### config.mk
export PLATFORM = sky130hd
export DESIGN_NAME = async_serial_transceiver
export DESIGN_NICKNAME = d
export VERILOG_FILES = /design/src/design/serial_pkg.sv /design/src/design/async_serial_transceiver.sv
export SDC_FILE = /design/constraint.sdc
export NUM_CORES = 1
export LEC_CHECK = 0
export ABC_AREA = 1
export BUFFER_PORTS_ARGS = -buffer_cell sky130_fd_sc_hd__buf_2
export CAP_MARGIN = 20
export CORE_ASPECT_RATIO = 0.75
export CORE_MARGIN = 5
export CORE_UTILIZATION = 55
export CTS_BUF_LIST = sky130_fd_sc_hd__clkbuf_2 sky130_fd_sc_hd__clkbuf_4 sky130_fd_sc_hd__clkbuf_8
export DETAILED_ROUTE_END_ITERATION = 6
export GPL_TIMING_DRIVEN = 0
export PLACE_DENSITY = 0.78
export SYNTH_ARGS = -nofsm -noshare
export SYNTH_HDL_FRONTEND = slang
export SYNTH_SLANG_ARGS = --single-unit
### constraint.sdc
create_clock -name clock -period 5.4 [get_ports clock]
set_clock_uncertainty 0.15 [all_clocks]
set_input_delay 0.27 -clock clock [delete_from_list [all_inputs] [get_ports clock]]
set_output_delay 0.27 -clock clock [all_outputs]
set_load 0.02 [all_outputs]
### src/design/serial_pkg.sv
/*
 * Shared constants and types for the asynchronous serial transceiver.
 * Assumes a single synchronous clock domain; the line input is asynchronous.
 */
package serial_pkg;

    // oversampling and centre samples (0-based tick index inside a bit)
    localparam logic [3:0] OS_LAST = 4'hf;
    localparam logic [3:0] SAMPLE_FIRST = 4'h7;
    localparam logic [3:0] SAMPLE_MID = 4'h8;
    localparam logic [3:0] SAMPLE_LAST = 4'h9;

    // frame lengths in bits: start + data + stop, and the lone mark bit
    localparam logic [3:0] FRAME8_LEN = 4'ha;
    localparam logic [3:0] FRAME9_LEN = 4'hb;
    localparam logic [3:0] MARK_LEN = 4'h1;

    // shared prescaler choices
    localparam logic [10:0] PRESCALE_0 = 11'h001;
    localparam logic [10:0] PRESCALE_1 = 11'h003;
    localparam logic [10:0] PRESCALE_2 = 11'h004;
    localparam logic [10:0] PRESCALE_3 = 11'h00d;

    // values after reset, and the word an idle frame loads
    localparam logic TX_EMPTY_RST = 1'b1;
    localparam logic TX_DONE_RST = 1'b1;
    localparam logic [10:0] FRAME_ONES = 11'h7ff;
    localparam logic [10:0] FRAME_ZEROS = 11'h000;
    localparam logic [8:0] IDLE_WORD = 9'h1ff;

    typedef struct packed {
        logic nine_bit_select;
        logic tx_ninth_bit;
        logic tx_enable;
        logic rx_enable;
        logic send_break;
        logic tx_empty_irq_en;
        logic tx_done_irq_en;
        logic rx_irq_en;
        logic idle_irq_en;
        logic global_irq_mask;
        logic [1:0] baud_prescale_sel;
        logic [2:0] tx_rate_div_sel;
        logic [2:0] rx_rate_div_sel;
    } ctrl_t;

    typedef struct packed {
        logic tx_empty_flag;
        logic tx_done_flag;
        logic rx_full_flag;
        logic idle_flag;
        logic overrun_flag;
        logic noise_flag;
        logic framing_err_flag;
    } status_t;

    // clock cycles per 16x tick: prescaler times power-of-two divider
    function automatic logic [10:0] tick_period(input logic [1:0] psel, input logic [2:0] dsel);
        logic [10:0] pr;
        pr = PRESCALE_0;
        case (psel)
            2'h1: pr = PRESCALE_1;
            2'h2: pr = PRESCALE_2;
            2'h3: pr = PRESCALE_3;
            default: pr = PRESCALE_0;
        endcase
        return 11'(pr << dsel);
    endfunction

    function automatic logic [3:0] frame_len(input logic nine);
        return nine ? FRAME9_LEN : FRAME8_LEN;
    endfunction

endpackage
### src/design/async_serial_transceiver.sv
/*
 * Full-duplex asynchronous serial transceiver with 16x oversampled receiver.
 * Assumes the cpu side drives one-cycle access strobes on clock; rx_serial_in
 * is asynchronous and is synchronised here.
 */
// Contract
// - enabled and nothing pending keeps transmit pin high; both disabled releases it.
// - frame is low start, 8 or 9 data bits lsb first, high stop.
// - nine-bit mode sends tx_ninth_bit as the ninth data bit.
// - nine-bit mode puts the received ninth bit into rx_ninth_bit.
// - enabling the transmitter sends one all-ones idle frame first.
// - re-enable during sending queues idle frame after word, drops buffered word.
// - status access then data write clears tx_empty_flag and tx_done_flag.
// - write while busy buffers; write while idle starts at once, empty set.
// - end of data or break frame sets tx_done_flag, interrupt if enabled.
// - tx_empty_flag requests interrupt when enabled and unmasked.
// - send_break repeats zero frames; after clearing, one high bit follows.
// - rx_enable starts the search for a start bit.
// - received character loads rx_buffer, sets rx_full_flag, interrupt if enabled.
// - status access then data read clears rx_full_flag.
// - character while full sets overrun_flag, keeps rx_buffer, interrupt if enabled.
// - noisy frame sets noise_flag with rx_full_flag, data kept, no own interrupt.
// - missing stop bit or break sets framing_err_flag with rx_full_flag.
// - idle frame handled like a character, plus interrupt if idle_irq_en.
// - each direction rate is clock over 16, prescaler and own divider.
// - prescaler 1,3,4,13; dividers powers of two from 1 to 128.
// - majority of samples 8, 9, 10 of 16; resync on each start.
`timescale 1ns/1ps
module async_serial_transceiver
(
    input wire logic clock,
    input wire logic resetn,
    input wire serial_pkg::ctrl_t ctrl,
    input wire logic status_access,
    input wire logic data_write,
    input wire logic [7:0] wr_data,
    input wire logic data_read,
    input wire logic rx_serial_in,
    output logic tx_serial_out,
    output logic tx_pin_oe,
    output serial_pkg::status_t status,
    output logic [7:0] rx_data,
    output logic rx_ninth_bit,
    output logic irq_req
);
    import serial_pkg::*;

    typedef enum logic [1:0] {TX_OFF, TX_IDLE, TX_SEND} tx_state_t;
    typedef enum logic [1:0] {K_IDLE, K_DATA, K_BREAK, K_MARK} tx_kind_t;
    typedef enum logic [1:0] {RX_OFF, RX_HUNT, RX_FRAME} rx_state_t;

    function automatic logic [10:0] data_frame(input logic nine, input logic [8:0] w);
        return nine ? {1'b1, w, 1'b0} : {2'b11, w[7:0], 1'b0};
    endfunction

    // shared by both directions: status access arms the data access that follows
    logic arm_q, arm_d;

    // transmitter state
    tx_state_t tx_st_q, tx_st_d;
    tx_kind_t tx_kind_q, tx_kind_d;
    logic [10:0] tx_sh_q, tx_sh_d, tx_div_q, tx_div_d;
    logic [3:0] tx_bits_q, tx_bits_d, tx_os_q, tx_os_d;
    logic [8:0] tx_buf_q, tx_buf_d;
    logic tx_buf_full_q, tx_buf_full_d, idle_pend_q, idle_pend_d, ten_q, ten_d;
    logic tx_empty_q, tx_empty_d, tx_done_q, tx_done_d, tx_pin_q, tx_pin_d, tx_oe_q, tx_oe_d;
    logic tx_tick, tx_bit_end, tx_end;

    // receiver state
    rx_state_t rx_st_q, rx_st_d;
    logic rx_s1_q, rx_s2_q, rx_s3_q;
    logic [10:0] rx_div_q, rx_div_d, rx_sh_q, rx_sh_d, rx_sh_n;
    logic [3:0] rx_os_q, rx_os_d, rx_bit_q, rx_bit_d;
    logic [2:0] rx_vote_q, rx_vote_d;
    logic [7:0] idle_cnt_q, idle_cnt_d;
    logic [8:0] rx_buf_q, rx_buf_d, rx_word;
    logic rx_noise_q, rx_noise_d, idle_arm_q, idle_arm_d, rx_tick, rx_maj;
    logic rx_full_q, rx_full_d, idle_q, idle_d, ovr_q, ovr_d, nf_q, nf_d, fe_q, fe_d;
    logic rx_event, ev_idle, ev_noise, ev_frame;
    logic irq_q, irq_d;

    assign arm_d = status_access | (arm_q & ~data_write & ~data_read);

    // transmit tick and bit boundaries
    // tx rate
    assign tx_tick = (tx_div_q == 11'(tick_period(ctrl.baud_prescale_sel, ctrl.tx_rate_div_sel) - 11'h001));
    assign tx_bit_end = tx_tick && (tx_os_q == OS_LAST);
    assign tx_end = (tx_st_q == TX_SEND) && tx_bit_end && (tx_bits_q == MARK_LEN);

    // transmitter next state: frame choice, buffer and flags
    always_comb
    begin
        tx_st_d = tx_st_q;
        tx_kind_d = tx_kind_q;
        tx_sh_d = tx_sh_q;
        tx_bits_d = tx_bits_q;
        tx_os_d = tx_os_q;
        tx_div_d = 11'h000;
        tx_buf_d = tx_buf_q;
        tx_buf_full_d = tx_buf_full_q;
        idle_pend_d = idle_pend_q;
        ten_d = ctrl.tx_enable;
        tx_empty_d = tx_empty_q;
        tx_done_d = tx_done_q;
        // enable edge queues an idle frame and drops the buffer
        if (ctrl.tx_enable && !ten_q)
        begin
            idle_pend_d = 1'b1;
            tx_buf_full_d = 1'b0;
        end
        if (data_write)
        begin
            // clear only after a status access; a set below still wins
            if (arm_q)
            begin
                tx_empty_d = 1'b0;
                tx_done_d = 1'b0;
            end
            // direct start when idle, otherwise hold in the buffer
            if (tx_st_q == TX_IDLE && ctrl.tx_enable && !idle_pend_q && !ctrl.send_break && !tx_buf_full_q)
            begin
                tx_st_d = TX_SEND;
                tx_kind_d = K_DATA;
                tx_sh_d = data_frame(ctrl.nine_bit_select, {ctrl.tx_ninth_bit, wr_data});
                tx_bits_d = frame_len(ctrl.nine_bit_select);
                tx_os_d = 4'h0;
                tx_empty_d = 1'b1;
            end
            else
            begin
                tx_buf_d = {ctrl.tx_ninth_bit, wr_data};
                tx_buf_full_d = 1'b1;
            end
        end
        unique case (tx_st_q)
            TX_OFF:
            begin
                if (ctrl.tx_enable)
                begin
                    tx_st_d = TX_IDLE;
                end
            end
            TX_IDLE, TX_SEND:
            begin
                if (tx_st_q == TX_SEND && !tx_end)
                begin
                    tx_div_d = tx_tick ? 11'h000 : 11'(tx_div_q + 11'h001);
                    if (tx_tick)
                    begin
                        tx_os_d = 4'(tx_os_q + 4'h1);
                    end
                    // shift out lsb first, ones behind
                    if (tx_bit_end)
                    begin
                        tx_sh_d = {1'b1, tx_sh_q[10:1]};
                        tx_bits_d = 4'(tx_bits_q - 4'h1);
                    end
                end
                else
                begin
                    // completion of a data or break frame
                    if (tx_end && (tx_kind_q == K_DATA || tx_kind_q == K_BREAK))
                    begin
                        tx_done_d = 1'b1;
                    end
                    tx_os_d = 4'h0;
                    tx_bits_d = frame_len(ctrl.nine_bit_select);
                    tx_st_d = TX_SEND;
                    // one high bit after the last break frame
                    if (tx_end && tx_kind_q == K_BREAK && !ctrl.send_break)
                    begin
                        tx_kind_d = K_MARK;
                        tx_sh_d = FRAME_ONES;
                        tx_bits_d = MARK_LEN;
                    end
                    else if (!ctrl.tx_enable)
                    begin
                        tx_st_d = TX_OFF;
                    end
                    else if (idle_pend_q)
                    begin
                        tx_kind_d = K_IDLE;
                        tx_sh_d = FRAME_ONES;
                        idle_pend_d = 1'b0;
                    end
                    // break frame zero over the whole length
                    else if (ctrl.send_break)
                    begin
                        tx_kind_d = K_BREAK;
                        tx_sh_d = FRAME_ZEROS;
                    end
                    // buffer to shift register, buffer free again
                    else if (tx_buf_full_q)
                    begin
                        tx_kind_d = K_DATA;
                        tx_sh_d = data_frame(ctrl.nine_bit_select, tx_buf_q);
                        // a write in this same cycle refills the freed buffer, so keep it
                        tx_buf_full_d = data_write;
                        tx_empty_d = 1'b1;
                    end
                    else if (tx_st_q == TX_SEND)
                    begin
                        tx_st_d = TX_IDLE;
                    end
                    else if (!data_write)
                    begin
                        tx_st_d = TX_IDLE;
                    end
                end
            end
        endcase
        // pin high unless a frame bit is low; released only when both sides are off
        tx_pin_d = (tx_st_d == TX_SEND) ? tx_sh_d[0] : 1'b1;
        tx_oe_d = ctrl.tx_enable | ctrl.rx_enable | (tx_st_d == TX_SEND);
    end

    // transmitter registers
    always_ff @(posedge clock)
    begin
        if (!resetn)
        begin
            tx_st_q <= TX_OFF;
            tx_kind_q <= K_IDLE;
            tx_sh_q <= FRAME_ONES;
            tx_bits_q <= 4'h0;
            tx_os_q <= 4'h0;
            tx_div_q <= 11'h000;
            tx_buf_q <= 9'h000;
            tx_buf_full_q <= 1'b0;
            idle_pend_q <= 1'b0;
            ten_q <= 1'b0;
            tx_empty_q <= TX_EMPTY_RST;
            tx_done_q <= TX_DONE_RST;
            tx_pin_q <= 1'b1;
            tx_oe_q <= 1'b0;
            arm_q <= 1'b0;
        end
        else
        begin
            tx_st_q <= tx_st_d;
            tx_kind_q <= tx_kind_d;
            tx_sh_q <= tx_sh_d;
            tx_bits_q <= tx_bits_d;
            tx_os_q <= tx_os_d;
            tx_div_q <= tx_div_d;
            tx_buf_q <= tx_buf_d;
            tx_buf_full_q <= tx_buf_full_d;
            idle_pend_q <= idle_pend_d;
            ten_q <= ten_d;
            tx_empty_q <= tx_empty_d;
            tx_done_q <= tx_done_d;
            tx_pin_q <= tx_pin_d;
            tx_oe_q <= tx_oe_d;
            arm_q <= arm_d;
        end
    end

    // receive tick, majority vote and the frame as it would look after this bit
    // rx rate
    assign rx_tick = (rx_div_q == 11'(tick_period(ctrl.baud_prescale_sel, ctrl.rx_rate_div_sel) - 11'h001));
    assign rx_maj = (rx_vote_q[0] & rx_vote_q[1]) | (rx_vote_q[1] & rx_vote_q[2]) | (rx_vote_q[0] & rx_vote_q[2]);
    assign rx_sh_n = {rx_maj, rx_sh_q[10:1]};
    // ninth bit sits above the byte; 8-bit frames land one place higher
    assign rx_word = ctrl.nine_bit_select ? rx_sh_n[9:1] : {1'b0, rx_sh_n[9:2]};

    // receiver next state: hunt, sample, deliver
    always_comb
    begin
        rx_st_d = rx_st_q;
        rx_div_d = 11'h000;
        rx_os_d = rx_os_q;
        rx_bit_d = rx_bit_q;
        rx_vote_d = rx_vote_q;
        rx_sh_d = rx_sh_q;
        rx_noise_d = rx_noise_q;
        idle_cnt_d = 8'h00;
        idle_arm_d = idle_arm_q;
        rx_event = 1'b0;
        ev_idle = 1'b0;
        ev_noise = 1'b0;
        ev_frame = 1'b0;
        unique case (rx_st_q)
            RX_OFF:
            begin
                if (ctrl.rx_enable)
                begin
                    rx_st_d = RX_HUNT;
                    idle_arm_d = 1'b1;
                end
            end
            RX_HUNT:
            begin
                rx_div_d = rx_tick ? 11'h000 : 11'(rx_div_q + 11'h001);
                idle_cnt_d = rx_s2_q ? idle_cnt_q : 8'h00;
                // falling edge restarts the sample clock
                if (rx_s3_q && !rx_s2_q)
                begin
                    rx_st_d = RX_FRAME;
                    rx_div_d = 11'h000;
                    rx_os_d = 4'h0;
                    rx_bit_d = 4'h0;
                    rx_noise_d = 1'b0;
                end
                else if (rx_tick && rx_s2_q && idle_arm_q)
                begin
                    idle_cnt_d = 8'(idle_cnt_q + 8'h01);
                    // a whole frame of ones counts as an idle character
                    if (idle_cnt_q == 8'({frame_len(ctrl.nine_bit_select), 4'h0} - 8'h01))
                    begin
                        rx_event = 1'b1;
                        ev_idle = 1'b1;
                        idle_arm_d = 1'b0;
                        idle_cnt_d = 8'h00;
                    end
                end
            end
            RX_FRAME:
            begin
                rx_div_d = rx_tick ? 11'h000 : 11'(rx_div_q + 11'h001);
                if (rx_tick)
                begin
                    rx_os_d = 4'(rx_os_q + 4'h1);
                    if (rx_os_q == SAMPLE_FIRST)
                    begin
                        rx_vote_d[0] = rx_s2_q;
                    end
                    if (rx_os_q == SAMPLE_MID)
                    begin
                        rx_vote_d[1] = rx_s2_q;
                    end
                    if (rx_os_q == SAMPLE_LAST)
                    begin
                        rx_vote_d[2] = rx_s2_q;
                    end
                    if (rx_os_q == OS_LAST)
                    begin
                        rx_sh_d = rx_sh_n;
                        rx_bit_d = 4'(rx_bit_q + 4'h1);
                        // any disagreement among the three marks the frame
                        rx_noise_d = rx_noise_q | ~(&rx_vote_q) & (|rx_vote_q);
                        if (rx_bit_q == 4'h0 && rx_maj)
                        begin
                            rx_st_d = RX_HUNT;
                        end
                        else if (rx_bit_q == 4'(frame_len(ctrl.nine_bit_select) - 4'h1))
                        begin
                            rx_st_d = RX_HUNT;
                            idle_arm_d = 1'b1;
                            rx_event = 1'b1;
                            ev_noise = rx_noise_d;
                            ev_frame = ~rx_maj;
                        end
                    end
                end
            end
            default:
            begin
                rx_st_d = RX_OFF;
            end
        endcase
        if (!ctrl.rx_enable)
        begin
            rx_st_d = RX_OFF;
        end
    end

    // receive flags and buffer: clear by status then read, set wins
    always_comb
    begin
        rx_buf_d = rx_buf_q;
        rx_full_d = rx_full_q;
        idle_d = idle_q;
        ovr_d = ovr_q;
        nf_d = nf_q;
        fe_d = fe_q;
        if (data_read && arm_q)
        begin
            rx_full_d = 1'b0;
            idle_d = 1'b0;
            ovr_d = 1'b0;
            nf_d = 1'b0;
            fe_d = 1'b0;
        end
        if (rx_event)
        begin
            if (rx_full_q)
            begin
                ovr_d = 1'b1;
            end
            else
            begin
                rx_buf_d = ev_idle ? IDLE_WORD : rx_word;
                rx_full_d = 1'b1;
                idle_d = ev_idle;
                nf_d = ev_noise;
                fe_d = ev_frame;
            end
        end
        // interrupt request, one level for all sources
        irq_d = ~ctrl.global_irq_mask & ((tx_empty_d & ctrl.tx_empty_irq_en) | (tx_done_d & ctrl.tx_done_irq_en)
            | ((rx_full_d | ovr_d) & ctrl.rx_irq_en) | (idle_d & ctrl.idle_irq_en));
    end

    // receiver registers; line synchroniser first stage feeds only the second
    always_ff @(posedge clock)
    begin
        if (!resetn)
        begin
            rx_s1_q <= 1'b1;
            rx_s2_q <= 1'b1;
            rx_s3_q <= 1'b1;
            rx_st_q <= RX_OFF;
            rx_div_q <= 11'h000;
            rx_os_q <= 4'h0;
            rx_bit_q <= 4'h0;
            rx_vote_q <= 3'h0;
            rx_sh_q <= FRAME_ZEROS;
            rx_noise_q <= 1'b0;
            idle_cnt_q <= 8'h00;
            idle_arm_q <= 1'b0;
            rx_buf_q <= 9'h000;
            rx_full_q <= 1'b0;
            idle_q <= 1'b0;
            ovr_q <= 1'b0;
            nf_q <= 1'b0;
            fe_q <= 1'b0;
            irq_q <= 1'b0;
        end
        else
        begin
            rx_s1_q <= rx_serial_in;
            rx_s2_q <= rx_s1_q;
            rx_s3_q <= rx_s2_q;
            rx_st_q <= rx_st_d;
            rx_div_q <= rx_div_d;
            rx_os_q <= rx_os_d;
            rx_bit_q <= rx_bit_d;
            rx_vote_q <= rx_vote_d;
            rx_sh_q <= rx_sh_d;
            rx_noise_q <= rx_noise_d;
            idle_cnt_q <= idle_cnt_d;
            idle_arm_q <= idle_arm_d;
            rx_buf_q <= rx_buf_d;
            rx_full_q <= rx_full_d;
            idle_q <= idle_d;
            ovr_q <= ovr_d;
            nf_q <= nf_d;
            fe_q <= fe_d;
            irq_q <= irq_d;
        end
    end

    // outputs are flop bits only
    assign tx_serial_out = tx_pin_q;
    assign tx_pin_oe = tx_oe_q;
    assign rx_data = rx_buf_q[7:0];
    assign rx_ninth_bit = rx_buf_q[8];
    assign irq_req = irq_q;
    assign status = '{tx_empty_flag: tx_empty_q, tx_done_flag: tx_done_q, rx_full_flag: rx_full_q,
        idle_flag: idle_q, overrun_flag: ovr_q, noise_flag: nf_q, framing_err_flag: fe_q};

    a_idle_pin_high: assert property (@(posedge clock) disable iff (!resetn) (tx_st_q == TX_IDLE) |-> tx_pin_q)
        else $error("transmit pin low while idle");
    a_pin_owned: assert property (@(posedge clock) disable iff (!resetn) (tx_st_q != TX_OFF) |-> tx_oe_q)
        else $error("pin released while transmitter active");
    a_direct_load: assert property (@(posedge clock) disable iff (!resetn)
        (data_write && tx_st_q == TX_IDLE && ctrl.tx_enable && !idle_pend_q && !ctrl.send_break && !tx_buf_full_q)
        |=> (tx_st_q == TX_SEND) && tx_empty_q && !tx_pin_q)
        else $error("idle write did not start a frame");
    a_done_set: assert property (@(posedge clock) disable iff (!resetn)
        (tx_end && tx_kind_q == K_DATA) |=> tx_done_q)
        else $error("tx_done_flag not set after frame");
    a_break_low: assert property (@(posedge clock) disable iff (!resetn)
        (tx_st_q == TX_SEND && tx_kind_q == K_BREAK) |-> !tx_pin_q)
        else $error("break frame drove a high bit");
    a_empty_hold: assert property (@(posedge clock) disable iff (!resetn)
        (tx_empty_q && data_write && !arm_q) |=> tx_empty_q)
        else $error("tx_empty_flag cleared without status access");
    a_rx_deliver: assert property (@(posedge clock) disable iff (!resetn)
        (rx_event && !rx_full_q && !ev_idle) |=> rx_full_q && (rx_buf_q == $past(rx_word)))
        else $error("received word not delivered");
    a_overrun_keep: assert property (@(posedge clock) disable iff (!resetn)
        (rx_event && rx_full_q) |=> ovr_q && $stable(rx_buf_q))
        else $error("overrun altered buffer or missed flag");
    a_irq_masked: assert property (@(posedge clock) disable iff (!resetn) ctrl.global_irq_mask |=> !irq_q)
        else $error("interrupt raised while masked");
endmodule

==> results.txt, run 1 <==
----------------------------------------------------
[Clocking]
  TritonCTS clock tree ... done
  Number of buffers created by CTS ... 9
  Clock Tree Root ... sky130_fd_sc_hd__clkbuf_8
  Clock H-tree levels ... 3
  Maximum root-to-sink buffer count ... 2
  CTS Sinks ... about 110
  Clock slew at the register clock pins of the worst setup and hold paths ... about 0.11 ns
  Skew-Pair Late Insertion Delay ... ~0.39 ns

[Logic synthesis]
  Count of yosys warnings during synthesis ... 0
  Dominant register cell in the synthesized netlist ... sky130_fd_sc_hd__dfxtp_1
  Part of the Yosys area used for sequential elements ... a little under a third
  Number of instances in the synthesized netlist ... 1125
  Number of storage elements in the synthesis netlist ... approximately 110
  Leading cell type by number of instances after synthesis ... sky130_fd_sc_hd__nand2_1
  Cell type contributing the most total cell area after synthesis ... sky130_fd_sc_hd__dfxtp_1
  Post-Synthesis Mean Instance Area ... around 6.5 um^2
  Syn nets ... between 1000 and 1500
  Number of synthesized flops with an enable pin ... 0
  Distinct cell type count after synthesis ... between 50 and 60
  Cell types occupying the most area after synthesis ... sky130_fd_sc_hd__dfxtp_1 31%, sky130_fd_sc_hd__nand2_1 14%, sky130_fd_sc_hd__nand3_1 7.5%, sky130_fd_sc_hd__inv_1 7.0%, sky130_fd_sc_hd__nor2_1 5.2%
  Area fraction of the dominant cell type after synthesis ... between 30% and 40%
  Asr flop ratio synth ... 0%
  Netlist area before placement ... ~0.0073 mm^2
  Most numerous cell types in the synthesized netlist ... 267 x sky130_fd_sc_hd__nand2_1, 136 x sky130_fd_sc_hd__inv_1, 112 x sky130_fd_sc_hd__dfxtp_1

[Worst setup path]
  Beginning of the worst register-to-register path ... idle_cnt_q[0]$_SDFF_PN0_
  Sort of element at the end of the critical path ... flip-flop
  Count of buffering cells on the critical path with inverters included ... 4
  Crit Path Class ... input pin to flip-flop
  Critical path depth in cells ... 23
  Endpoint of the lowest-slack register-to-register path ... rx_buf_q[1]$_SDFFE_PN0P_
  Delay of the slowest cell on the worst path ... 0.29 ns
  CP dominant cell by count ... sky130_fd_sc_hd__nand2_1
  Required time reported for the critical path endpoint ... between 5 and 6 ns
  Largest delay share family, worst path ... simple AND/OR/NAND/NOR gates
  Setup slack, reg-to-reg ... 2.20 ns
  Critical Path, Cell by Cell ... buf_2, inv_4, nand2_8, nand2_2, nor2_2, nand2_1, ha_1, inv_1, nand4_1, nand2_1, nand2_1, a21oi_1, nand3_1, nor2_4, nand3_4, nor2_4, nand4_2, nand2_2, inv_2, nand2_1, nand2_1, nor2_1, nand3_1
  Element type at the critical path start ... input pin
  Critical path capture point ... tx_serial_out$_SDFF_PN1_
  Data arrival time of the critical path ... between 3 and 4 ns
  Reg2reg path depth ... 12
  Slowest stage cell, crit path ... sky130_fd_sc_hd__nor2_1
  Startpoint of the worst setup timing path ... ctrl[6]
  Maximum fanout count along the critical path ... 9

[GRT]
  Number of antenna violations at the first check in global routing ... 0
  Global-route wire length before repair ... 31.8 mm
  Global-route usage over all layers ... roughly a quarter
  Congestion Overflow GR ... 0
  Pin count of the biggest net entering global routing ... 18
  Vias in the first global route ... about 6700

[Power and ir drop]
  Internal portion of total power ... 1.53 mW
  Proportion of power drawn by the clock network ... about a quarter
  Sequential fraction of design power ... between 30% and 40%
  Fraction of power spent switching nets ... between 30% and 40%
  Lkg Pwr ... roughly 3.7 nW
  Combinational power share ... about 35%
  Worst supply voltage drop on vdd ... between 0.15 and 0.2 mV
  Power dissipated by switching net loads ... 913 uW
  Power per unit of standard cell area ... 302 mW/mm^2

[Floorplanning]
  Floorplan die height ... approximately 110 um
  IO Count ... between 50 and 60
  Placeable Area ... approximately 0.013 mm^2
  Rows ... 36
  Horiz. Die Dim ... 143 um
  Die outline area ... 0.0157 mm^2
  Initial Utilization ... a little under three fifths

[Route]
  Total via count after detailed routing ... 7530
  Avg WL per Cell ... 14.0 um
  Number of routed nets with antenna violations ... 0
  Number of iterations in the first detailed-routing pass ... 6
  Via density per instance ... 5.52
  Iteration-0 DRC Markers ... roughly 650
  Routed Wire Length ... between 15 and 20 mm
  Post-route DRC ... 0

[STA]
  Total negative slack ... 0 ns
  Min Tclk post-route ... ~3.3 ns
  Part of the cycle the worst path needs ... about 60%
  Worst slew slack as a fraction of its limit ... between 30 and 40%
  Max Clock Freq ... around 310 MHz
  Hold_ws ... about 0.015 ns
  Number of pins exceeding their max-slew limit in the final report ... 0
  Setup violators final ... 0
  Final Hold Viols ... 0
  RSZ-0062 raised after global routing ... false
  Least-Margin Pin Slew ... roughly 0.94 ns

[Cells and area]
  Post-layout net count ... approximately 1200
  P&R area growth vs syn ... 10.5%
  Layout cell share with drive strength beyond 1 ... 12.2%
  ANT cells ... 0
  Count of placed standard cells in the final layout, fillers left out ... around 1400
  Fill count ... ~1300

[Worst hold path]
  Worst min-delay path startpoint ... wr_data[5]
  Worst hold path depth ... 3
  Path class of the lowest-slack min-delay path ... input pin to flip-flop

[Run status]
  Status ... finished clean

[Placement]
  Total placed cells including tap cells ... about 1300
  Port buffer count ... 46
  Placer's final routability congestion estimate ... 0.945
  HPWL reported at the end of detailed placement ... between 10 and 15 mm

[Flow run]
  Max-capacitance violation count ... 0

----------------------------------------------------
## state kept, by name, summed over array words and instances, names as in the netlist, 2 cells and up
register	flops
rx_div_q	11
tx_div_q	11
tx_sh_q	11
rx_buf_q	9
rx_sh_q	9
tx_buf_q	9
idle_cnt_q	8
rx_bit_q	4
rx_os_q	4
tx_bits_q	4
tx_os_q	4
rx_vote_q	3
rx_st_q	2
tx_kind_q	2
tx_st_q	2
## stage by stage
stage               cell area, um^2  power, mW  worst slack [ns]  utilization [%]
finish                         8080       2.44              2.13             62.1
detailed placement             7760       1.81              1.78             59.6
global placement               7760       1.79              1.82             59.6
floorplan                      7310       1.61              2.51                -
global route                   8080       2.60              1.88             62.1
CTS                            8080       2.43              2.20             62.1
## how the worst min path moves through the flow
stage | slack (ns) | endpoint
final | 0.02 | tx_buf_q[5]$_SDFFE_PN0P_
after detailed placement | 0.26 | rx_s2_q$_SDFF_PN1_
after floorplan | 0.23 | rx_s1_q$_SDFF_PN1_
after global routing | 0.0002 | rx_st_q[1]$_SDFFE_PN0P_
after global placement | 0.26 | rx_s2_q$_SDFF_PN1_
after CTS | 0.003 | tx_buf_q[5]$_SDFFE_PN0P_
## tightest hold or removal path: stages
cell and delay, ns:
sky130_fd_sc_hd__buf_2 0.09, sky130_fd_sc_hd__o21ai_0 0.08, sky130_fd_sc_hd__nor2_1 0.09
## what timing repair did
item,in CTS,in global routing
hold buffers,7,0
setup buffers,0,0
gates resized for setup,0,0
hold endpoints to repair,7,0
## layout by cell type, fill, tap and decap left out, types with 18 or more instances in the layout
cell type	synthesis	layout
sky130_fd_sc_hd__nand2_1	267	267
sky130_fd_sc_hd__nand3_1	109	109
sky130_fd_sc_hd__xor2_1	23	23
sky130_fd_sc_hd__nor2_1	102	102
sky130_fd_sc_hd__ha_1	20	20
sky130_fd_sc_hd__nor3_1	18	18
sky130_fd_sc_hd__dfxtp_1	112	112
sky130_fd_sc_hd__o21ai_0	71	71
sky130_fd_sc_hd__nand4_1	24	24
sky130_fd_sc_hd__buf_2	4	50
sky130_fd_sc_hd__clkbuf_1	23	23
sky130_fd_sc_hd__inv_1	136	136
sky130_fd_sc_hd__nand2_2	18	18
sky130_fd_sc_hd__a21oi_1	53	53
## logic make-up after synthesis
family	count (synthesis)	synth area share, %
AOI/OAI and AO/OA	186	14.8
xor gates and xnor gates	27	3.23
adders and majority gates	20	3.42
and+or+nand+nor	591	37.5
buffers and inverters	189	10.3
DFF	112	30.7
## layer usage
metal | routed length (um) | global-route usage (%) | vias to the layer above
met5 | 0 | 0 | -
met1 | 9140 | 35.6 | 3414
li1 | - | - | 3830
met4 | 268 | 5.77 | 0
met3 | 1340 | 4.26 | 24
met2 | 8290 | 38.4 | 262
## area by class of cell
cell class                      count  area, um^2  area share [%]
Timing Repair Buffer               53         300            3.72
Tap cell                          171         214            2.65
Multi-Input combinational cell    824        4320            53.4
Inverter                          151         572            7.08
Clock inverter                      4        98.8            1.22
Buffer                             38         185            2.29
Clock buffer                       11         151            1.87
Sequential cell                   112        2240            27.8
## power by group through the flow
stage               registers [mW]  logic [mW]  clock network (mW)
floorplan                    0.962       0.650                   0
global placement             0.967       0.824                   0
detailed placement           0.968       0.840                   0
CTS                          0.949       0.848               0.635
global route                 0.959       0.976               0.662
finish                       0.951       0.864               0.625
Note: power is estimated with default switching activity, not from simulation.
==> inputs of run 2 (changes only) <==
--- a/config.mk
+++ b/config.mk
@@ -14,7 +14,7 @@
 export CTS_BUF_LIST = sky130_fd_sc_hd__clkbuf_2 sky130_fd_sc_hd__clkbuf_4 sky130_fd_sc_hd__clkbuf_8
 export DETAILED_ROUTE_END_ITERATION = 6
 export GPL_TIMING_DRIVEN = 0
-export PLACE_DENSITY = 0.78
+export PLACE_DENSITY = 0.81
 export SYNTH_ARGS = -nofsm -noshare
 export SYNTH_HDL_FRONTEND = slang
 export SYNTH_SLANG_ARGS = --single-unit
==> constraint.sdc (replaced) <==
create_clock -name clock -period 2.9 [get_ports clock]
set_clock_uncertainty 0.15 [all_clocks]
set_input_delay 0.145 -clock clock [delete_from_list [all_inputs] [get_ports clock]]
set_output_delay 0.145 -clock clock [all_outputs]
set_load 0.02 [all_outputs]
==> run 2 against run 1 <==
  * Hold slack gained 0.0074 ns
  * Via count is 1.6% higher
  * Combinational power is 110% higher
  * Largest power group is now combinational logic
==> results.txt, run 2 (synthesis gave the netlist of run 1 again) <==
----------------------------------------------------
[Run status]
  Status ... finished clean (unchanged)

[Clocking]
  Maximum root-to-sink buffer count ... 2 (unchanged)
  TritonCTS clock tree ... done (unchanged)
  Clock slew at the register clock pins of the worst setup and hold paths ... 0.11 ns (about the same)
  Clock H-tree levels ... 3 (unchanged)
  Clock Tree Root ... sky130_fd_sc_hd__clkbuf_8 (unchanged)
  Number of buffers created by CTS ... 9 (unchanged)
  Skew-Pair Late Insertion Delay ... 0.40 ns (was 0.39 ns)
  CTS Sinks ... 112 (unchanged)

[Floorplanning]
  Horiz. Die Dim ... 143 um (unchanged)
  Initial Utilization ... 56.2% (unchanged)
  Floorplan die height ... 110 um (unchanged)
  Rows ... 36 (unchanged)
  Placeable Area ... 0.0130 mm^2 (unchanged)
  Die outline area ... 0.0157 mm^2 (unchanged)
  IO Count ... 51 (unchanged)

[Power and ir drop]
  Internal portion of total power ... 2.68 mW (was 1.53 mW)
  Proportion of power drawn by the clock network ... 20.4% (was 25.6%)
  Power per unit of standard cell area ... 532 mW/mm^2 (was 302 mW/mm^2)
  Worst supply voltage drop on vdd ... 0.418 mV (was 0.182 mV)
  Lkg Pwr ... 3.75 nW (was 3.65 nW)
  Sequential fraction of design power ... 39.7% (was 39.0%)
  Power dissipated by switching net loads ... 1.79 mW (was 913 uW)
  Combinational power share ... 39.9% (was 35.4%)
  Total power consumption of the routed design ... 4.47 mW (was 2.44 mW)
  Fraction of power spent switching nets ... 40.1% (was 37.4%)

[GRT]
  Number of antenna violations at the first check in global routing ... 0 (unchanged)
  Congestion Overflow GR ... 0 (unchanged)
  Global-route usage over all layers ... 24.6% (about the same)
  Global-route wire length before repair ... 32.0 mm (was 31.8 mm)
  Vias in the first global route ... 6918 (was 6739)
  Pin count of the biggest net entering global routing ... 19 (was 18)

[Cells and area]
  Largest registers ... rx_div_q x11, tx_div_q x11, tx_sh_q x11 (unchanged)
  Fill count ... 1138 (was 1274)
  Most used cells in the layout excluding fill and tap cells ... 263 x sky130_fd_sc_hd__nand2_1, 133 x sky130_fd_sc_hd__inv_1, 112 x sky130_fd_sc_hd__dfxtp_1 (was 267 x sky130_fd_sc_hd__nand2_1, 136 x sky130_fd_sc_hd__inv_1, 112 x sky130_fd_sc_hd__dfxtp_1)
  Layout cell share with drive strength beyond 1 ... 14.9% (was 12.2%)
  P&R area growth vs syn ... 14.9% (was 10.5%)
  Most frequent standard cell in the layout excluding fill and tap cells ... sky130_fd_sc_hd__nand2_1 (unchanged)
  Combined area of the multi-input logic cells ... 0.00446 mm^2 (was 0.00432 mm^2)
  Storage element area ... 0.00224 mm^2 (unchanged)
  Finished Core Util ... 64.5% (was 62.1%)
  Post-layout net count ... 1267 (was 1241)
  Count of placed standard cells in the final layout, fillers left out ... 1391 (was 1364)
  ANT cells ... 0 (unchanged)

[STA]
  Worst slew slack as a fraction of its limit ... 41.5% (was 37.0%)
  Setup violators final ... 0 (unchanged)
  Total negative slack ... 0 ns (unchanged)
  Max Clock Freq ... about 370 MHz
  Hold_ws ... 0.0227 ns (was 0.0154 ns)
  Final Hold Viols ... 0 (unchanged)
  Min Tclk post-route ... 2.71 ns
  Number of pins exceeding their max-slew limit in the final report ... 0 (unchanged)
  Part of the cycle the worst path needs ... roughly 93%
  Least-Margin Pin Slew ... 0.870 ns (was 0.942 ns)

[Worst setup path]
  Reg2reg path depth ... 12 (unchanged)
  Maximum fanout count along the critical path ... 9 (unchanged)
  Sort of element at the end of the critical path ... flip-flop (unchanged)
  Setup slack, reg-to-reg ... 0.24 ns (was 2.20 ns)
  Beginning of the worst register-to-register path ... idle_cnt_q[0]$_SDFF_PN0_ (unchanged)
  Data arrival time of the critical path ... 2.84 ns (was 3.38 ns)
  Required time reported for the critical path endpoint ... 3.03 ns (was 5.51 ns)
  Endpoint of the lowest-slack register-to-register path ... fe_q$_SDFF_PN0_ (was rx_buf_q[1]$_SDFFE_PN0P_)
  Element type at the critical path start ... input pin (unchanged)
  Crit Path Class ... input pin to flip-flop (unchanged)

[Placement]
  Total placed cells including tap cells ... 1342 (unchanged)
  Port buffer count ... 46 (unchanged)
  Placer's final routability congestion estimate ... 0.918 (was 0.945)
  HPWL reported at the end of detailed placement ... 14.2 mm (was 14.5 mm)

[Worst hold path]
  Path class of the lowest-slack min-delay path ... input pin to flip-flop (unchanged)
  Worst min-delay path startpoint ... data_read (was wr_data[5])
  Hold path endpoint ... rx_full_q$_SDFF_PN0_ (was tx_buf_q[5]$_SDFFE_PN0P_)
  Worst hold path depth ... 4 (was 3)

[Route]
  Number of iterations in the first detailed-routing pass ... 6 (unchanged)
  Number of routed nets with antenna violations ... 0 (unchanged)
  Avg WL per Cell ... 13.9 um (was 14.0 um)
  Post-route DRC ... 0 (unchanged)
  Iteration-0 DRC Markers ... 816 (was 652)
  Routed Wire Length ... 19.4 mm (was 19.0 mm)
  Via density per instance ... 5.50 (was 5.52)
  Total via count after detailed routing ... 7652 (was 7530)

[Flow run]
  Max-capacitance violation count ... 0 (unchanged)

----------------------------------------------------
-- run 2: routing by layer --
metal | up-vias | routed length (um) | track usage (%)
met4 | 0 | 293 | 5.90
li1 | 3886 | - | -
met2 | 274 | 8690 | 39.3
met5 | - | 0 | 0
met1 | 3465 | 8890 | 33.9
met3 | 27 | 1510 | 5.61
-- run 2: power groups by stage --
stage	clock [mW]	combinational (mW)	sequential, mW
after floorplan	0	1.21	1.79
after CTS	0.929	1.64	1.77
final	0.911	1.78	1.77
after detailed placement	0	1.55	1.80
after global routing	0.983	2.00	1.79
after global placement	0	1.52	1.80
-- run 2: final cells by class --
type                            count  share of cell area (%)
Buffer                             36                    2.13
Clock buffer                       11                    1.73
Clock inverter                      5                   0.491
Inverter                          151                    6.81
Multi-Input combinational cell    824                    53.1
Sequential cell                   112                    26.7
Tap cell                          171                    2.55
Timing Repair Buffer               81                    6.55
-- run 2: through the flow --
step           setup slack (ns)  instance area [um^2]
4_1_cts                -0.00931                  8220
3_3_place_gp             -0.549                  7760
5_1_grt                 -0.0236                  8400
3_5_place_dp             -0.608                  7760
6_report                  0.191                  8400
2_1_floorplan             0.136                  7310
-- run 2: worst max-delay path, stage by stage --
cell	delay, ns
sky130_fd_sc_hd__buf_4	0.13
sky130_fd_sc_hd__inv_4	0.07
sky130_fd_sc_hd__nand2_8	0.09
sky130_fd_sc_hd__nand2_2	0.08
sky130_fd_sc_hd__nor2_4	0.14
sky130_fd_sc_hd__nand2_2	0.08
sky130_fd_sc_hd__ha_2	0.33
sky130_fd_sc_hd__xor2_1	0.13
sky130_fd_sc_hd__nand3_1	0.10
sky130_fd_sc_hd__a21oi_2	0.15
sky130_fd_sc_hd__nand3_2	0.11
sky130_fd_sc_hd__nor2_4	0.16
sky130_fd_sc_hd__nand3_4	0.11
sky130_fd_sc_hd__nor2_4	0.22
sky130_fd_sc_hd__nand4_4	0.16
sky130_fd_sc_hd__nand2_4	0.12
sky130_fd_sc_hd__inv_2	0.04
sky130_fd_sc_hd__nand2_1	0.06
sky130_fd_sc_hd__nand2_1	0.09
sky130_fd_sc_hd__nor2_4	0.18
sky130_fd_sc_hd__nand3_2	0.09
-- run 2: worst max-delay path by stage --
stage                  from                  endpoint  slack (ns)  depth (start not counted)
floorplan           ctrl[7]     tx_sh_q[7]$_SDFF_PN1_        0.14                         21
global placement    ctrl[6]  tx_serial_out$_SDFF_PN1_       -0.55                         23
detailed placement  ctrl[6]  tx_serial_out$_SDFF_PN1_       -0.61                         23
CTS                 ctrl[6]    tx_div_q[2]$_SDFF_PP0_      -0.009                         20
global route        ctrl[7]           fe_q$_SDFF_PN0_       -0.02                         20
finish              ctrl[6]  tx_serial_out$_SDFF_PN1_        0.19                         21
-- run 2: timing repair --
| item | 4_1_cts | 5_1_grt |
|---|---|---|
| resized for setup | 7 | 30 |
| pin swaps | 1 | 14 |
| hold endpoints to repair | 20 | 0 |
| hold buffers | 22 | 0 |
| setup buffers | 2 | 11 |
| endpoints found under the setup margin | 15 | 55 |
==> inputs of run 3 (changes only) <==
--- a/config.mk
+++ b/config.mk
@@ -10,11 +10,12 @@
 export CAP_MARGIN = 20
 export CORE_ASPECT_RATIO = 0.75
 export CORE_MARGIN = 5
-export CORE_UTILIZATION = 55
+export CORE_UTILIZATION = 40
 export CTS_BUF_LIST = sky130_fd_sc_hd__clkbuf_2 sky130_fd_sc_hd__clkbuf_4 sky130_fd_sc_hd__clkbuf_8
 export DETAILED_ROUTE_END_ITERATION = 6
 export GPL_TIMING_DRIVEN = 0
-export PLACE_DENSITY = 0.81
+export HOLD_SLACK_MARGIN = 0.03
+export PLACE_DENSITY = 0.63
 export SYNTH_ARGS = -nofsm -noshare
 export SYNTH_HDL_FRONTEND = slang
 export SYNTH_SLANG_ARGS = --single-unit
==> run 3 against run 2 <==
  * Sequential power about the same
  * Highest routed layer unchanged
  * Design area up 1.9%
  * Wire length up 3.9%
  * Die area up 34%
  * Maximum frequency about the same
  * Core utilization down 16 points
  * Hold slack better by 0.070 ns
==> results.txt, run 3 (synthesis gave the netlist of run 1 again) <==
----------------------------------------------------
[Clocking]
  Clock slew at the register clock pins of the worst setup and hold paths ... 0.12 ns (was 0.11 ns)
  CTS Sinks ... 112 (unchanged)
  Skew-Pair Late Insertion Delay ... 0.39 ns (was 0.40 ns)
  Clock H-tree levels ... 3 (unchanged)
  Maximum root-to-sink buffer count ... 2 (unchanged)
  Clock Tree Root ... sky130_fd_sc_hd__clkbuf_8 (unchanged)
  TritonCTS clock tree ... done (unchanged)
  Number of buffers created by CTS ... 9 (unchanged)

[Floorplanning]
  Placeable Area ... 0.0178 mm^2 (was 0.0130 mm^2)
  Horiz. Die Dim ... 166 um (was 143 um)
  Floorplan die height ... 127 um (was 110 um)
  IO Count ... 51 (unchanged)
  Die outline area ... 0.0211 mm^2 (was 0.0157 mm^2)
  Rows ... 42 (was 36)
  Initial Utilization ... 41.1% (was 56.2%)

[Power and ir drop]
  Worst supply voltage drop on vdd ... 0.326 mV (was 0.418 mV)
  Lkg Pwr ... 3.79 nW (was 3.75 nW)
  Internal portion of total power ... 2.90 mW (was 2.68 mW)
  Fraction of power spent switching nets ... 38.2% (was 40.1%)
  Power dissipated by switching net loads ... 1.79 mW (about the same)
  Total power consumption of the routed design ... 4.69 mW (was 4.47 mW)
  Sequential fraction of design power ... 37.8% (was 39.7%)
  Power per unit of standard cell area ... 548 mW/mm^2 (was 532 mW/mm^2)
  Combinational power share ... 37.6% (was 39.9%)
  Proportion of power drawn by the clock network ... 24.6% (was 20.4%)

[Cells and area]
  Finished Core Util ... 48.1% (was 64.5%)
  P&R area growth vs syn ... 17.1% (was 14.9%)
  Most used cells in the layout excluding fill and tap cells ... 261 x sky130_fd_sc_hd__nand2_1, 132 x sky130_fd_sc_hd__inv_1, 112 x sky130_fd_sc_hd__dfxtp_1 (was 263 x sky130_fd_sc_hd__nand2_1, 133 x sky130_fd_sc_hd__inv_1, 112 x sky130_fd_sc_hd__dfxtp_1)
  Largest registers ... rx_div_q x11, tx_div_q x11, tx_sh_q x11 (unchanged)
  ANT cells ... 0 (unchanged)
  Final non-filler cell area ... 0.00856 mm^2 (was 0.00840 mm^2)
  Layout cell share with drive strength beyond 1 ... 14.6% (was 14.9%)
  Post-layout net count ... 1269 (was 1267)
  Most frequent standard cell in the layout excluding fill and tap cells ... sky130_fd_sc_hd__nand2_1 (unchanged)

[Worst setup path]
  Element type at the critical path start ... input pin (unchanged)
  Data arrival time of the critical path ... 2.83 ns (was 2.84 ns)
  Crit Path Class ... input pin to flip-flop (unchanged)
  Delay of the slowest cell on the worst path ... 0.33 ns (about the same)
  Critical Path, Cell by Cell ... buf_6, inv_4, nand2_8, nand2_4, nor2_4, nand2_2, ha_2, xor2_1, nand3_1, a21oi_2, nand3_2, nor2_4, buf_4, nand4_4, nand2_4, nand2_2, nand3_1, nand2_1, clkinv_1, nand2_2, nor2_4, nand3_1 (was buf_4, inv_4, nand2_8, nand2_2, nor2_4, nand2_2, ha_2, xor2_1, nand3_1, a21oi_2, nand3_2, nor2_4, nand3_4, nor2_4, nand4_4, nand2_4, inv_2, nand2_1, nand2_1, nor2_4, nand3_2)
  Slowest stage cell, crit path ... sky130_fd_sc_hd__ha_2 (unchanged)
  Largest delay share family, worst path ... simple AND/OR/NAND/NOR gates (unchanged)
  Required time reported for the critical path endpoint ... 3.02 ns (was 3.03 ns)
  Count of buffering cells on the critical path with inverters included ... 4 (was 3)
  Sort of element at the end of the critical path ... flip-flop (unchanged)
  Maximum fanout count along the critical path ... 9 (unchanged)

[Route]
  Post-route DRC ... 0 (unchanged)
  Routed Wire Length ... 20.1 mm (was 19.4 mm)
  Avg WL per Cell ... 13.8 um (was 13.9 um)
  Iteration-0 DRC Markers ... 698 (was 816)
  Total via count after detailed routing ... 7478 (was 7652)
  Via density per instance ... 5.11 (was 5.50)
  Number of iterations in the first detailed-routing pass ... 5 (was 6)
  Number of routed nets with antenna violations ... 0 (unchanged)

[STA]
  Total negative slack ... 0 ns (unchanged)
  Number of pins exceeding their max-slew limit in the final report ... 0 (unchanged)
  Setup violators final ... 0 (unchanged)
  Min Tclk post-route ... 2.71 ns (about the same)
  Part of the cycle the worst path needs ... 93.5% (was 93.4%)
  Least-Margin Pin Slew ... 0.749 ns (was 0.870 ns)
  Hold_ws ... 0.0923 ns (was 0.0227 ns)
  Worst slew slack as a fraction of its limit ... 49.6% (was 41.5%)
  Max Clock Freq ... 369 MHz (about the same)
  Final Hold Viols ... 0 (unchanged)

[GRT]
  Pin count of the biggest net entering global routing ... 20 (was 19)
  Number of antenna violations at the first check in global routing ... 0 (unchanged)
  Vias in the first global route ... 6596 (was 6918)
  Global-route usage over all layers ... 18.7% (was 24.6%)
  Global-route wire length before repair ... 32.9 mm (was 32.0 mm)
  Congestion Overflow GR ... 0 (unchanged)

[Worst hold path]
  Path class of the lowest-slack min-delay path ... input pin to flip-flop (unchanged)

[Placement]
  Cell area after placement ... 0.00785 mm^2 (was 0.00776 mm^2)
  Placer's final routability congestion estimate ... 0.856 (was 0.918)
  HPWL reported at the end of detailed placement ... 15.3 mm (was 14.2 mm)
  Port buffer count ... 46 (unchanged)

[Run status]
  Status ... finished clean (unchanged)

[Flow run]
  Max-capacitance violation count ... 0 (unchanged)

----------------------------------------------------
run 3: cell count changes in the layout (fill, tap and decap cells not counted), sizes merged:
cell         before  now
clkbuf           32   31
bufinv            0    3
clkinv            4    2
dlygate4sd3      22   23
inv             150  151
run 3: worst register-to-register path, cell delays in order, from the launching register on:
cell                        delay, ns
sky130_fd_sc_hd__dfxtp_1         0.37
sky130_fd_sc_hd__ha_1            0.20
sky130_fd_sc_hd__nand3_1         0.19
sky130_fd_sc_hd__a2111oi_4       0.46
sky130_fd_sc_hd__inv_1           0.16
sky130_fd_sc_hd__nor2_1          0.12
sky130_fd_sc_hd__nand4_1         0.17
sky130_fd_sc_hd__nand2_2         0.15
sky130_fd_sc_hd__nand3_4         0.12
sky130_fd_sc_hd__inv_2           0.08
sky130_fd_sc_hd__buf_4           0.17
sky130_fd_sc_hd__nand3_1         0.10
sky130_fd_sc_hd__a21oi_1         0.16
run 3: cell type report:
cell class | instances | area (um^2)
multi-input combinational | 824 | 4430
clock inverter | 7 | 126
clock buffer | 9 | 124
buffer | 37 | 190
inverter | 151 | 581
fill | 1829 | 9250
timing repair buffer | 82 | 568
tap | 242 | 303
sequential | 112 | 2240
run 3: worst paths after layout:
| path | startpoint | to | slack [ns] | cells after the start |
|---|---|---|---|---|
| min reg2reg | rx_s1_q$_SDFF_PN1_ | rx_s2_q$_SDFF_PN1_ | 0.28 | 1 |
| max reg2reg | idle_cnt_q[0]$_SDFF_PN0_ | fe_q$_SDFF_PN0_ | 0.25 | 12 |
| min | ctrl[15] | tx_st_q[1]$_SDFF_PN0_ | 0.09 | 4 |
| max | ctrl[6] | tx_serial_out$_SDFF_PN1_ | 0.19 | 22 |
run 3: timing repair:
item,CTS,global route
hold endpoints to repair,25,0
setup buffers,4,9
cloned,0,0
hold buffers,23,0
endpoints found under the setup margin,27,48
resized for setup,9,32
pin swaps,3,12
run 3: layer usage:
metal / part of all wire, % / up-vias / wire length (um) / GRT usage (%)
li1: - / 3892 / - / -
met1: 50 / 3382 / 10100 / 27.4
met2: 43 / 182 / 8690 / 28.5
met3: 5.0 / 22 / 1010 / 3.30
met4: 1.5 / 0 / 308 / 4.70
met5: 0 / - / 0 / 0
run 3: power groups by stage:
stage / Combinational (mW) / Clock (mW) / Sequential (mW)
finish: 1.77 / 1.15 / 1.77
global route: 1.97 / 1.25 / 1.79
global placement: 1.56 / 0 / 1.80
CTS: 1.66 / 1.19 / 1.77
floorplan: 1.21 / 0 / 1.79
detailed placement: 1.57 / 0 / 1.80
run 3: through the flow:
step	cells	setup slack (ns)
after floorplan	1125	0.136
after global placement	1413	-0.706
after detailed placement	1413	-0.698
after CTS	1456	0.00976
after global routing	1464	-0.00522
final	1464	0.190
